### src/include/cpe_pkg.sv
package cpe_pkg;

  // Register pointers
  localparam logic [7:0] PTR_CONFIG = 8'h00;
  localparam logic [7:0] PTR_SHUNT = 8'h01;
  localparam logic [7:0] PTR_BUS = 8'h02;
  localparam logic [7:0] PTR_POWER = 8'h03;
  localparam logic [7:0] PTR_CURRENT = 8'h04;
  localparam logic [7:0] PTR_CAL = 8'h05;

  // Reset values
  localparam logic [15:0] CONFIG_RESET = 16'h399f;
  localparam logic [15:0] CAL_RESET = 16'h0000;
  localparam logic [6:0] DEV_ADDR_DEFAULT = 7'h40;

  // Scaling
  localparam int CUR_DIV = 4096;
  localparam int PWR_DIV = 5000;
  localparam int BUS_SHIFT = 3;
  localparam int SHUNT_UV_PER_LSB = 10;
  localparam int BUS_MV_PER_LSB = 4;
  localparam int PWR_LSB_RATIO = 20;

  // Link timing
  localparam int TIMEOUT_MS = 28;
  localparam int CLK_MHZ = 100;
  localparam int TIMEOUT_CYC = TIMEOUT_MS * 1000 * CLK_MHZ;

  typedef struct packed {
    logic soft_rst;
    logic rsvd;
    logic bus_range_32v;
    logic [1:0] shunt_gain_stage;
    logic [3:0] bus_adc;
    logic [3:0] shunt_adc;
    logic [2:0] mode;
  } config_s;

  typedef struct packed {
    logic signed [15:0] shunt;
    logic [15:0] bus;
  } sample_s;

  typedef struct packed {
    logic signed [15:0] current;
    logic [15:0] power;
  } result_s;

  typedef enum logic [4:0] {
    ST_IDLE = 5'b00001,
    ST_RX = 5'b00010,
    ST_ACK = 5'b00100,
    ST_TX = 5'b01000,
    ST_MACK = 5'b10000
  } link_state_e;

endpackage

### src/core/power_math.sv
`timescale 1ns/1ns
module power_math (
  // Clock and reset
  input wire logic clk_in,
  input wire logic rst_n_in,
  // Conversion input
  input wire logic start_in,
  input wire logic cal_valid_in,
  input wire cpe_pkg::sample_s sample_in,
  input wire logic [15:0] cal_in,
  // Results
  output cpe_pkg::result_s result_out,
  output logic done_out
);
  import cpe_pkg::*;

  logic signed [32:0] cur_prod;
  logic signed [32:0] cur_quot;
  logic [15:0] cur_mag;
  logic [28:0] pwr_prod;
  logic [28:0] pwr_quot;
  logic signed [15:0] cur_q, next_cur_q;
  logic [12:0] bus_q, next_bus_q;
  logic stage1, next_stage1;
  logic next_done;
  result_s next_result;

  always_comb begin
    // Signed divide truncates toward zero, unlike an arithmetic shift
    cur_prod = sample_in.shunt * $signed({1'b0, cal_in});
    cur_quot = cur_prod / $signed(33'(CUR_DIV));
    next_cur_q = cal_valid_in ? cur_quot[15:0] : 16'h0000;
    next_bus_q = sample_in.bus[15:BUS_SHIFT];
    if (!start_in) begin
      next_cur_q = cur_q;
      next_bus_q = bus_q;
    end
    // Power is unsigned, so the current magnitude is used
    cur_mag = cur_q[15] ? 16'(-cur_q) : cur_q;
    pwr_prod = cur_mag * bus_q;
    pwr_quot = pwr_prod / 29'(PWR_DIV);
    next_stage1 = start_in;
    next_done = stage1;
    next_result = result_out;
    if (stage1) begin
      next_result.current = cur_q;
      next_result.power = pwr_quot[15:0];
    end
    if (!cal_valid_in) begin
      next_result = '0;
    end
  end

  always_ff @(posedge clk_in or negedge rst_n_in) begin
    if (!rst_n_in) begin
      cur_q <= 16'h0000;
      bus_q <= 13'h0000;
      stage1 <= 1'b0;
      done_out <= 1'b0;
      result_out <= '0;
    end else begin
      cur_q <= next_cur_q;
      bus_q <= next_bus_q;
      stage1 <= next_stage1;
      done_out <= next_done;
      result_out <= next_result;
    end
  end

  current_calc_a: assert property (@(posedge clk_in) disable iff (!rst_n_in)
    start_in && cal_valid_in |=> cur_q == 16'(($signed($past(sample_in.shunt))
      * $signed({1'b0, $past(cal_in)})) / 33'sd4096))
    else $error("current result does not match shunt times calibration over 4096");

  power_calc_a: assert property (@(posedge clk_in) disable iff (!rst_n_in)
    stage1 && cal_valid_in |=> result_out.power
      == 16'((29'($past(cur_mag)) * $past(bus_q)) / 29'd5000))
    else $error("power result does not match current times bus over 5000");

endmodule // power_math

### src/core/current_power_calc_engine.sv
`timescale 1ns/1ns
module current_power_calc_engine #(
  parameter int TIMEOUT_CYCLES = cpe_pkg::TIMEOUT_CYC,
  parameter logic [6:0] DEV_ADDR = cpe_pkg::DEV_ADDR_DEFAULT
) (
  // Clock and reset
  input wire logic core_clk_in,
  input wire logic rst_b_in,
  // Serial link pins
  input wire logic scl_in,
  input wire logic sda_in,
  output logic sda_out,
  output logic sda_oe_out,
  // Converter side
  input wire cpe_pkg::sample_s sample_in,
  input wire logic conv_done_in,
  // Settings and results
  output cpe_pkg::config_s config_out,
  output cpe_pkg::result_s result_out,
  output logic calibrated_out
);
  import cpe_pkg::*;

  localparam int TW = $clog2(TIMEOUT_CYCLES + 1);

  logic [1:0] rst_pipe;
  logic rst_n;
  logic scl_s1, scl_s2, scl_d;
  logic sda_s1, sda_s2, sda_d;
  logic scl_rise, scl_fall, start_det, stop_det, tout_hit;

  link_state_e state, next_state;
  logic [3:0] bit_cnt, next_bit_cnt;
  logic [7:0] shift, next_shift;
  logic [1:0] byte_idx, next_byte_idx;
  logic rw, next_rw;
  logic [7:0] ptr, next_ptr;
  logic [7:0] wr_hi, next_wr_hi;
  logic [7:0] rd_lsb, next_rd_lsb;
  logic tx_lsb, next_tx_lsb;
  logic sda_oe, next_sda_oe;
  logic [TW-1:0] tout_cnt, next_tout_cnt;

  config_s cfg, next_cfg;
  logic [15:0] cal, next_cal;
  logic cal_valid, next_cal_valid;
  sample_s samp, next_samp;
  logic [15:0] rd_word;
  logic reg_wr;
  logic [15:0] wr_word;

  // Reset release through two flops
  always_ff @(posedge core_clk_in or negedge rst_b_in) begin
    if (!rst_b_in) begin
      rst_pipe <= 2'b00;
    end else begin
      rst_pipe <= {rst_pipe[0], 1'b1};
    end
  end
  assign rst_n = rst_pipe[1];

  // Pin synchronisers; edges are found on the second stage only
  always_ff @(posedge core_clk_in or negedge rst_n) begin
    if (!rst_n) begin
      {scl_s1, scl_s2, scl_d} <= 3'b111;
      {sda_s1, sda_s2, sda_d} <= 3'b111;
    end else begin
      {scl_s1, scl_s2, scl_d} <= {scl_in, scl_s1, scl_s2};
      {sda_s1, sda_s2, sda_d} <= {sda_in, sda_s1, sda_s2};
    end
  end

  always_comb begin
    scl_rise = scl_s2 && !scl_d;
    scl_fall = !scl_s2 && scl_d;
    start_det = scl_s2 && scl_d && sda_d && !sda_s2;
    stop_det = scl_s2 && scl_d && !sda_d && sda_s2;
    tout_hit = (state != ST_IDLE) && (tout_cnt == TW'(TIMEOUT_CYCLES - 1));
  end

  // Read mux; unmapped pointers read zero
  always_comb begin
    case (ptr)
      PTR_CONFIG: rd_word = cfg;
      PTR_SHUNT: rd_word = samp.shunt;
      PTR_BUS: rd_word = samp.bus;
      PTR_POWER: rd_word = result_out.power;
      PTR_CURRENT: rd_word = result_out.current;
      PTR_CAL: rd_word = cal;
      default: rd_word = 16'h0000;
    endcase
  end

  // Link state machine
  always_comb begin
    next_state = state;
    next_bit_cnt = bit_cnt;
    next_shift = shift;
    next_byte_idx = byte_idx;
    next_rw = rw;
    next_ptr = ptr;
    next_wr_hi = wr_hi;
    next_rd_lsb = rd_lsb;
    next_tx_lsb = tx_lsb;
    next_sda_oe = sda_oe;
    reg_wr = 1'b0;
    wr_word = {wr_hi, shift};
    next_tout_cnt = (state == ST_IDLE || scl_rise || scl_fall) ? '0 : tout_cnt + 1'b1;
    if (start_det) begin
      next_state = ST_RX;
      next_bit_cnt = 4'h0;
      next_byte_idx = 2'b00;
      next_tx_lsb = 1'b0;
      next_sda_oe = 1'b0;
      next_tout_cnt = '0;
    end else if (stop_det || tout_hit) begin
      next_state = ST_IDLE;
      next_sda_oe = 1'b0;
    end else begin
      unique case (state)
        ST_IDLE: begin
          next_sda_oe = 1'b0;
        end
        ST_RX: begin
          if (scl_rise && bit_cnt < 4'h8) begin
            next_shift = {shift[6:0], sda_s2};
            next_bit_cnt = bit_cnt + 4'h1;
          end else if (scl_fall && bit_cnt == 4'h8) begin
            if (byte_idx == 2'b00 && shift[7:1] != DEV_ADDR) begin
              next_state = ST_IDLE;
            end else begin
              next_state = ST_ACK;
              next_sda_oe = 1'b1;
              if (byte_idx == 2'b00) begin
                next_rw = shift[0];
              end
            end
          end
        end
        ST_ACK: begin
          if (scl_fall) begin
            next_sda_oe = 1'b0;
            next_bit_cnt = 4'h0;
            next_state = ST_RX;
            unique case (byte_idx)
              2'b00: next_byte_idx = 2'b01;
              2'b01: begin
                next_ptr = shift;
                next_byte_idx = 2'b10;
              end
              2'b10: begin
                next_wr_hi = shift;
                next_byte_idx = 2'b11;
              end
              2'b11: begin
                reg_wr = 1'b1;
                next_byte_idx = 2'b10;
              end
            endcase
            if (byte_idx == 2'b00 && rw) begin
              // Word frozen at the high byte so the pair cannot tear
              next_state = ST_TX;
              next_shift = rd_word[15:8];
              next_rd_lsb = rd_word[7:0];
              next_sda_oe = !rd_word[15];
            end
          end
        end
        ST_TX: begin
          if (scl_fall) begin
            next_bit_cnt = bit_cnt + 4'h1;
            if (bit_cnt == 4'h7) begin
              next_state = ST_MACK;
              next_sda_oe = 1'b0;
            end else begin
              next_shift = {shift[6:0], 1'b0};
              next_sda_oe = !shift[6];
            end
          end
        end
        ST_MACK: begin
          if (scl_rise && sda_s2) begin
            next_state = ST_IDLE;
          end else if (scl_fall) begin
            // Reading on past the low byte starts the next word
            next_state = ST_TX;
            next_bit_cnt = 4'h0;
            next_tx_lsb = !tx_lsb;
            next_shift = tx_lsb ? rd_word[15:8] : rd_lsb;
            next_rd_lsb = tx_lsb ? rd_word[7:0] : rd_lsb;
            next_sda_oe = tx_lsb ? !rd_word[15] : !rd_lsb[7];
          end
        end
      endcase
    end
  end

  always_ff @(posedge core_clk_in or negedge rst_n) begin
    if (!rst_n) begin
      state <= ST_IDLE;
      bit_cnt <= 4'h0;
      shift <= 8'h00;
      byte_idx <= 2'b00;
      rw <= 1'b0;
      ptr <= PTR_CONFIG;
      wr_hi <= 8'h00;
      rd_lsb <= 8'h00;
      tx_lsb <= 1'b0;
      sda_oe <= 1'b0;
      tout_cnt <= '0;
    end else begin
      state <= next_state;
      bit_cnt <= next_bit_cnt;
      shift <= next_shift;
      byte_idx <= next_byte_idx;
      rw <= next_rw;
      ptr <= next_ptr;
      wr_hi <= next_wr_hi;
      rd_lsb <= next_rd_lsb;
      tx_lsb <= next_tx_lsb;
      sda_oe <= next_sda_oe;
      tout_cnt <= next_tout_cnt;
    end
  end

  // Register file; a soft reset bit restores defaults and drops calibration
  always_comb begin
    next_cfg = cfg;
    next_cal = cal;
    next_cal_valid = cal_valid;
    next_samp = conv_done_in ? sample_in : samp;
    if (reg_wr && ptr == PTR_CONFIG) begin
      next_cfg = wr_word;
      if (wr_word[15]) begin
        next_cfg = CONFIG_RESET;
        next_cal = CAL_RESET;
        next_cal_valid = 1'b0;
      end
    end else if (reg_wr && ptr == PTR_CAL) begin
      next_cal = wr_word;
      next_cal_valid = 1'b1;
    end
  end

  always_ff @(posedge core_clk_in or negedge rst_n) begin
    if (!rst_n) begin
      cfg <= CONFIG_RESET;
      cal <= CAL_RESET;
      cal_valid <= 1'b0;
      samp <= '0;
    end else begin
      cfg <= next_cfg;
      cal <= next_cal;
      cal_valid <= next_cal_valid;
      samp <= next_samp;
    end
  end

  power_math u_math (
    .clk_in(core_clk_in),
    .rst_n_in(rst_n),
    .start_in(conv_done_in),
    .cal_valid_in(cal_valid),
    .sample_in(sample_in),
    .cal_in(cal),
    .result_out(result_out),
    .done_out()
  );

  // Open drain: only ever pulls low
  assign sda_out = 1'b0;
  assign sda_oe_out = sda_oe;
  assign config_out = cfg;
  assign calibrated_out = cal_valid;

  uncal_zero_a: assert property (@(posedge core_clk_in) disable iff (!rst_n)
    !cal_valid
      |=> result_out == '0)
    else $error("results not zero while uncalibrated");

  start_rx_a: assert property (@(posedge core_clk_in) disable iff (!rst_n)
    start_det |=> state == ST_RX && bit_cnt == 4'h0 && byte_idx == 2'b00 && !sda_oe)
    else $error("start did not begin address reception");

  stop_idle_a: assert property (@(posedge core_clk_in) disable iff (!rst_n)
    stop_det && !start_det |=> state == ST_IDLE ##1 !sda_oe_out)
    else $error("stop did not end the transaction");

  addr_ack_a: assert property (@(posedge core_clk_in) disable iff (!rst_n)
    state == ST_RX && byte_idx == 2'b00 && bit_cnt == 4'h8 && scl_fall && !start_det
      && !stop_det && !tout_hit && shift[7:1] == DEV_ADDR
      |=> sda_oe_out && state == ST_ACK && rw == $past(shift[0]))
    else $error("matching address not acknowledged");

  stall_drop_a: assert property (@(posedge core_clk_in) disable iff (!rst_n)
    tout_hit && !start_det |=> state == ST_IDLE && !sda_oe_out)
    else $error("stalled transaction not abandoned");

  ptr_hold_a: assert property (@(posedge core_clk_in) disable iff (!rst_n)
    !(state == ST_ACK && byte_idx == 2'b01) |=> ptr == $past(ptr))
    else $error("pointer changed without a pointer write");

  msb_first_a: assert property (@(posedge core_clk_in) disable iff (!rst_n)
    state == ST_ACK && scl_fall && rw && byte_idx == 2'b00 && !start_det && !stop_det
      && !tout_hit |=> state == ST_TX && shift == $past(rd_word[15:8]))
    else $error("read did not start with the high byte");

  cal_write_a: assert property (@(posedge core_clk_in) disable iff (!rst_n)
    reg_wr && ptr == PTR_CAL |=> cal == $past(wr_word) && cal_valid ##1 state != ST_ACK)
    else $error("calibration write not loaded");

endmodule // current_power_calc_engine

### config.mk
export PLATFORM = sky130hd
export DESIGN_NAME = current_power_calc_engine
export DESIGN_NICKNAME = d
export VERILOG_FILES = /design/src/include/cpe_pkg.sv /design/src/core/power_math.sv /design/src/core/current_power_calc_engine.sv
export SDC_FILE = /design/constraint.sdc
export NUM_CORES = 2
export LEC_CHECK = 0
export BUFFER_PORTS_ARGS = -buffer_cell sky130_fd_sc_hd__buf_2
export CELL_PAD_IN_SITES_DETAIL_PLACEMENT = 0
export CELL_PAD_IN_SITES_GLOBAL_PLACEMENT = 1
export CORE_ASPECT_RATIO = 1.75
export CORE_MARGIN = 2
export CORE_UTILIZATION = 51
export DETAILED_ROUTE_END_ITERATION = 8
export PLACE_DENSITY_LB_ADDON = 0.3
export SYNTH_ARGS = -nofsm -noshare
export SYNTH_HDL_FRONTEND = slang
export SYNTH_SLANG_ARGS = --single-unit
### constraint.sdc
create_clock -name core_clk_in -period 6.5 [get_ports core_clk_in]
set_input_delay 1.95 -clock core_clk_in [delete_from_list [all_inputs] [get_ports core_clk_in]]
set_output_delay 1.95 -clock core_clk_in [all_outputs]
set_load 0.05 [all_outputs]
; Word level (Yosys, flattened, before mapping)
; Cells that the tools add are included.
; W data, S select, Z words.
[totals]
reg_bits = 203
input_bits = 37
elab_cells = 214
[classes]
n_addsub = 4
n_mul = 2
div_mod_pow = 1
n_lt_le_gt_ge = 1
eq_ne = 42
n_mux = 76
bitwise = 5
reduce_logical = 49
[op_table]
columns = op, n
row1 = $mux W8, 13
row2 = $pmux W16 S6, 1
row3 = $mux W16, 5
row4 = $mux W32, 2
row5 = $mux W5, 9
row6 = $mux W22, 2
row7 = $mul A16 B17 Y33, 1
row8 = $ne A4 B4 Y1 const B, 8
row9 = $pmux W8 S4, 1
row10 = $div A29 B13 Y29 const B, 1
row11 = $mul A16 B13 Y29, 1
row12 = $mux W4, 7
row13 = $mux W1, 25
row14 = $add A22 B1 Y22 const B, 1
row15 = $eq A22 B22 Y1 const B, 1
row16 = $ne A2 B2 Y1 const B, 11
row17 = $reduce_and A7 Y1, 3
row18 = $pmux W5 S4, 1
row19 = $add A16 B1 Y16, 1
row20 = $eq A8 B2 Y1 const B, 2
row21 = $eq A8 B3 Y1 const B, 2
row22 = $neg A16 Y16, 1
row23 = $pmux W4 S4, 1
row24 = $pmux W8 S2, 1
row25 = other kinds (41), 79

; Depth between registers and ports, before layout
[depth]
word_depth = 9
ltp_mapped = 82
depth_no_buf = 71

; Modules after synthesis
; From an unflattened synthesis, not the netlist that was laid out.
[hier_totals]
hier_cells = 3631
area_unflattened_um2 = 32137.1
[modules_own_cells]
columns = mod, instances, cells_per_inst, area_each_um2, seq_area_each_um2
row1 = power_math, 1, 3027, 25225.4, 1576.5
row2 = current_power_calc_engine, 1, 604, 6911.6, 3524.6

; Least setup slack after synthesis
; No wires, ideal clock.
[synth_timing]
kind = register -> register
startpoint = reg u_math.cur_q[0]
endpoint = reg, netlist name u_math.result_out[0]
t_arrival_ps = 19123
setup_slack_ps = -12717
stages_incl_launch_ff = 77
path_cell_list = dfrtp_1 inv_1 ha_1 nand3_1 or3_1 o41ai_1 xnor2_1 clkbuf_1 nand2_1 fa_1 fa_1 inv_1 fa_1 fa_1 inv_1 fa_1 inv_1 ha_1 (+41 left out) nor2_2 xnor2_4 and3_1 a2111o_1 o311a_1 o32ai_2 a41o_1 buf_6 a21oi_2 xnor2_2 a221oi_2 o21ai_1 and2_1 maj3_1 xnor2_1 a211oi_1 o2111ai_1 a221oi_2
[synth_via]
elab_chain_cells = 6
[synth_lines]
columns = element, line_no
row1 = from (decl), power_math.sv:22  ; logic signed [15:0] cur_q, next_cur_q;
row2 = from (signal assigned), power_math.sv:62  ; cur_q <= next_cur_q;
row3 = $neg A16 Y16, power_math.sv:39  ; cur_mag = cur_q[15] ? 16'(-cur_q) : cur_q;
row4 = $mux W16 (*), power_math.sv:39
row5 = $mul A16 B13 Y29 (*), power_math.sv:40  ; pwr_prod = cur_mag * bus_q;
row6 = $div A29 B13 Y29 (*), power_math.sv:41  ; pwr_quot = pwr_prod / 29'(PWR_DIV);
row7 = $mux W32 (*), power_math.sv:45  ; if (stage1) begin
row8 = $mux W32 (*), power_math.sv:49  ; if (!cal_valid_in) begin
; Mark *: on every way between the ends. The rest lies on a longest branch, timed or not. The select of a mux whose other input is x is not followed.
; A chain may end at the register's enable or synchronous reset.

; Worst setup path after layout
[layout_timing]
startpoint = reg u_math.cur_q[0]
endpoint = reg, netlist name u_math.result_out[0]
[layout_via]
elab_chain_cells = 6
[layout_lines]
columns = element, line_no
row1 = $neg A16 Y16, power_math.sv:39
row2 = $mux W16 (*), power_math.sv:39
row3 = $mul A16 B13 Y29 (*), power_math.sv:40
row4 = $div A29 B13 Y29 (*), power_math.sv:41
row5 = $mux W32 (*), power_math.sv:45
row6 = $mux W32 (*), power_math.sv:49
; Marks and branches as above.

==> impl_metrics.tcl <==
set metrics [dict create \
    p_sw_frac 0.360 \
    p_leak_nw 21.2 \
    cp.required_ns 6.90 \
    synth_warnings 0 \
    maxCapViolCount 0 \
    async_flop_share 1.00 \
    track_usage 0.399 \
    critPathMaxStageDelay_ns 0.52 \
    p_seq_frac 0.442 \
    internal_power_mw 2.06 \
    worstSetupEndpointType "flop" \
    port_buffers 85 \
    arrival_ns 19.80 \
    period_share 2.99 \
    cts_buffers 17 \
    die_w_microns 192 \
    synth_area_leader_cell "fa_1" \
    status "finished, violations left" \
    core_sq_um 61100 \
    synth_area_leaders "fa_1 22%, dfrtp_1 14%, ha_1 8.1%" \
    critPathKind "flop to flop" \
    rsz0062_at_grt "yes" \
    tightest_slew_ns 1.15 \
    fin_area_sq_um 44100 \
    placed_area_sq_um 39500 \
    synthCells 3618 \
    worst_clock_skew_ns 0.0235 \
    drt_pass1_iterations 6 \
    via_per_inst 5.94 \
    synth_compound_area_frac 0.168 \
    power.density_nw_per_um2 72.9 \
    synth_xor_area_frac 0.0519 \
    drc 0 \
    synthSimpleGateAreaFrac 0.198 \
    grt_max_degree 158 \
    cpMostUsedCell "buf_6" \
    hold_class "flop to async pin" \
    dieArea_sq_um 63600 \
    syn_area_per_cell_sq_um 8.68 \
    grt_pass1_vias 34400 \
    grt_pass1_wl_microns 191000 \
    drtAntennaViolNets 0 \
    final_cell_mix "943 x buf_4, 438 x inv_1, 371 x nand2_1, 343 x fa_1, 215 x and2_1" \
    clkPwrFrac 0.374 \
    syn-cell-area_sq_um 31400 \
    cpMaxStageDelayCell "or4_4" \
    synth_edf_count 0 \
    grt_overflow 0 \
    cts_sinks 189 \
    ios 88 \
    finalWorstSetupSlack_ns -12.91 \
    ir_drop_mv 0.197 \
    synth.area.mux_share 0.0478 \
    start_util 0.514 \
    yosys.area.top_type_share 0.222 \
    place_ws_ns -13.43 \
    clock_latency_ns 0.48 \
    wl_per_cell_microns 23.7 \
    wl_microns 128000 \
    period_needed_ns 19.41 \
    finalSetupViolCount 32 \
    final_max_slew_viol_count 0 \
    clk_pin_slew_ns 0.10 \
    cts_buffer_depth 2 \
    ys_ff_latch 189 \
    synth_top_family_by_area "adder cells" \
    hpwl_microns 101000 \
    cp_max_fo 8 \
    gp_congestion 1.02 \
    htreeDepth 4 \
    yosysSeqAreaShare 0.151 \
    rows 120 \
    vias 32000 \
    drive_gt1_frac 0.379 \
    cts_tree "built" \
    ys_types 145 \
    fillCellCount 4702 \
    cts-root-buf "clkbuf_16" \
    setup_tns_ns -167.38 \
    antenna_found_initial 6 \
    worst_hold_slack_ns 0.264 \
    synth_flop_cell "dfrtp_1" \
    synth_fa_ha_area_frac 0.304 \
    die_h_microns 332 \
    drtIter0Drc 1910 \
    pwr-share-comb 0.184 \
    p_sw_mw 1.16 \
    layout-area-overhead-vs-synth_pct 40.5 \
    fmax_ghz 0.0515 \
    violations "negative setup slack" \
    final_hold_viol_count 0 \
    critPathLaunchType "flop" \
    fin_nets 5173 \
    final_common_cell "buf_4" \
    relSlewSlack 0.234 \
]
through the flow:
stage | instances | power, mW | util
2_1_floorplan | 3619 | 1.73 | -
3_3_place_gp | 5165 | 1.98 | 0.647
3_5_place_dp | 5165 | 2.00 | 0.647
4_1_cts | 5290 | 3.20 | 0.693
5_1_grt | 5393 | 3.33 | 0.722
6_report | 5394 | 3.22 | 0.722
cell usage after synthesis (61+ instances only):
library cell	number
a21oi_1	115
and2_1	221
clkbuf_1	138
dfrtp_1	172
fa_1	348
ha_1	202
inv_1	464
mux2_2	61
mux2i_1	74
nand2_1	408
nand3_1	69
nor2_1	208
o21ai_0	106
xnor2_1	104
xor2_1	64
worst paths after layout:
check                                     start              endpoint  slack (ns)  depth (start not counted)
worst max-delay path            u_math.cur_q[0]  u_math.result_out[0]      -12.91                         85
worst min-delay path                rst_pipe[1]            bit_cnt[2]        0.26                          0
worst max register to register  u_math.cur_q[0]  u_math.result_out[0]      -12.91                         85
worst min register to register      rst_pipe[1]            bit_cnt[2]        0.26                          0
max in group asynchronous           rst_pipe[1]      u_math.next_done        4.89                          1
min in group core_clk_in                 sda_s1                sda_s2        0.36                          0
power by group through the flow:
stage / registers, mW / clock network (mW) / logic [mW]
global route: 1.42 / 1.26 / 0.647
global placement: 1.43 / 0 / 0.548
floorplan: 1.37 / 0 / 0.355
CTS: 1.41 / 1.21 / 0.579
detailed placement: 1.43 / 0 / 0.565
finish: 1.42 / 1.20 / 0.593
what timing repair did:
item / 4_1_cts / 5_1_grt
hold buffers: 0 / 0
setup endpoints to repair: 32 / 32
pin swaps: 180 / 147
resized for setup: 260 / 210
setup buffers: 92 / 106
gates cloned: 3 / 0
routing by layer:
metal | vias up | share of wire | GRT usage
met1 | 15900 | 0.31 | 0.358
met5 | - | 0.00028 | 0
met2 | 1315 | 0.52 | 0.729
met3 | 687 | 0.054 | 0.0739
li1 | 14100 | - | -
met4 | 6 | 0.12 | 0.381
logic make-up after synthesis:
family | Yosys count
AO/OA/AOI/OAI | 693
XOR/XNOR | 177
adder cells (fa/ha/maj) | 554
buffers and inverters | 640
flip-flops | 189
multiplexers | 141
other | 2
AND/OR/NAND/NOR | 1222
worst max-delay path: cells and delay by family, from the launching register on:
kind | cells | cell delay [ns]
AOI/OAI and AO/OA | 26 | 6.22
xor gates and xnor gates | 5 | 0.71
muxes | 1 | 0.34
DFF | 1 | 0.41
and+or+nand+nor | 24 | 5.84
adders and majority gates | 8 | 3.22
buffers and inverters | 21 | 2.59
registers in the layout, indices dropped and copies added (netlist names), 8 cells and up:
| signal | cells |
|---|---|
| samp | 32 |
| u_math.cur_q | 16 |
| shift | 8 |
| u_math.result_out | 32 |
| wr_hi | 8 |
| cal | 16 |
| config_out | 15 |
| rd_lsb | 8 |
| tout_cnt | 22 |
| ptr | 8 |
layout make-up:
type / count / area (sq um) / share of cell area
diodes: 2 / 5.00 / 0.000113
clock inverters: 15 / 225 / 0.00510
repair buffers: 1120 / 8890 / 0.202
multi-input cells: 2792 / 27100 / 0.614
flip-flops and latches: 189 / 4760 / 0.108
inverters: 466 / 1750 / 0.0398
well taps: 793 / 992 / 0.0225
clock buffers: 17 / 425 / 0.00964
(Power assumes the default switching activity.)
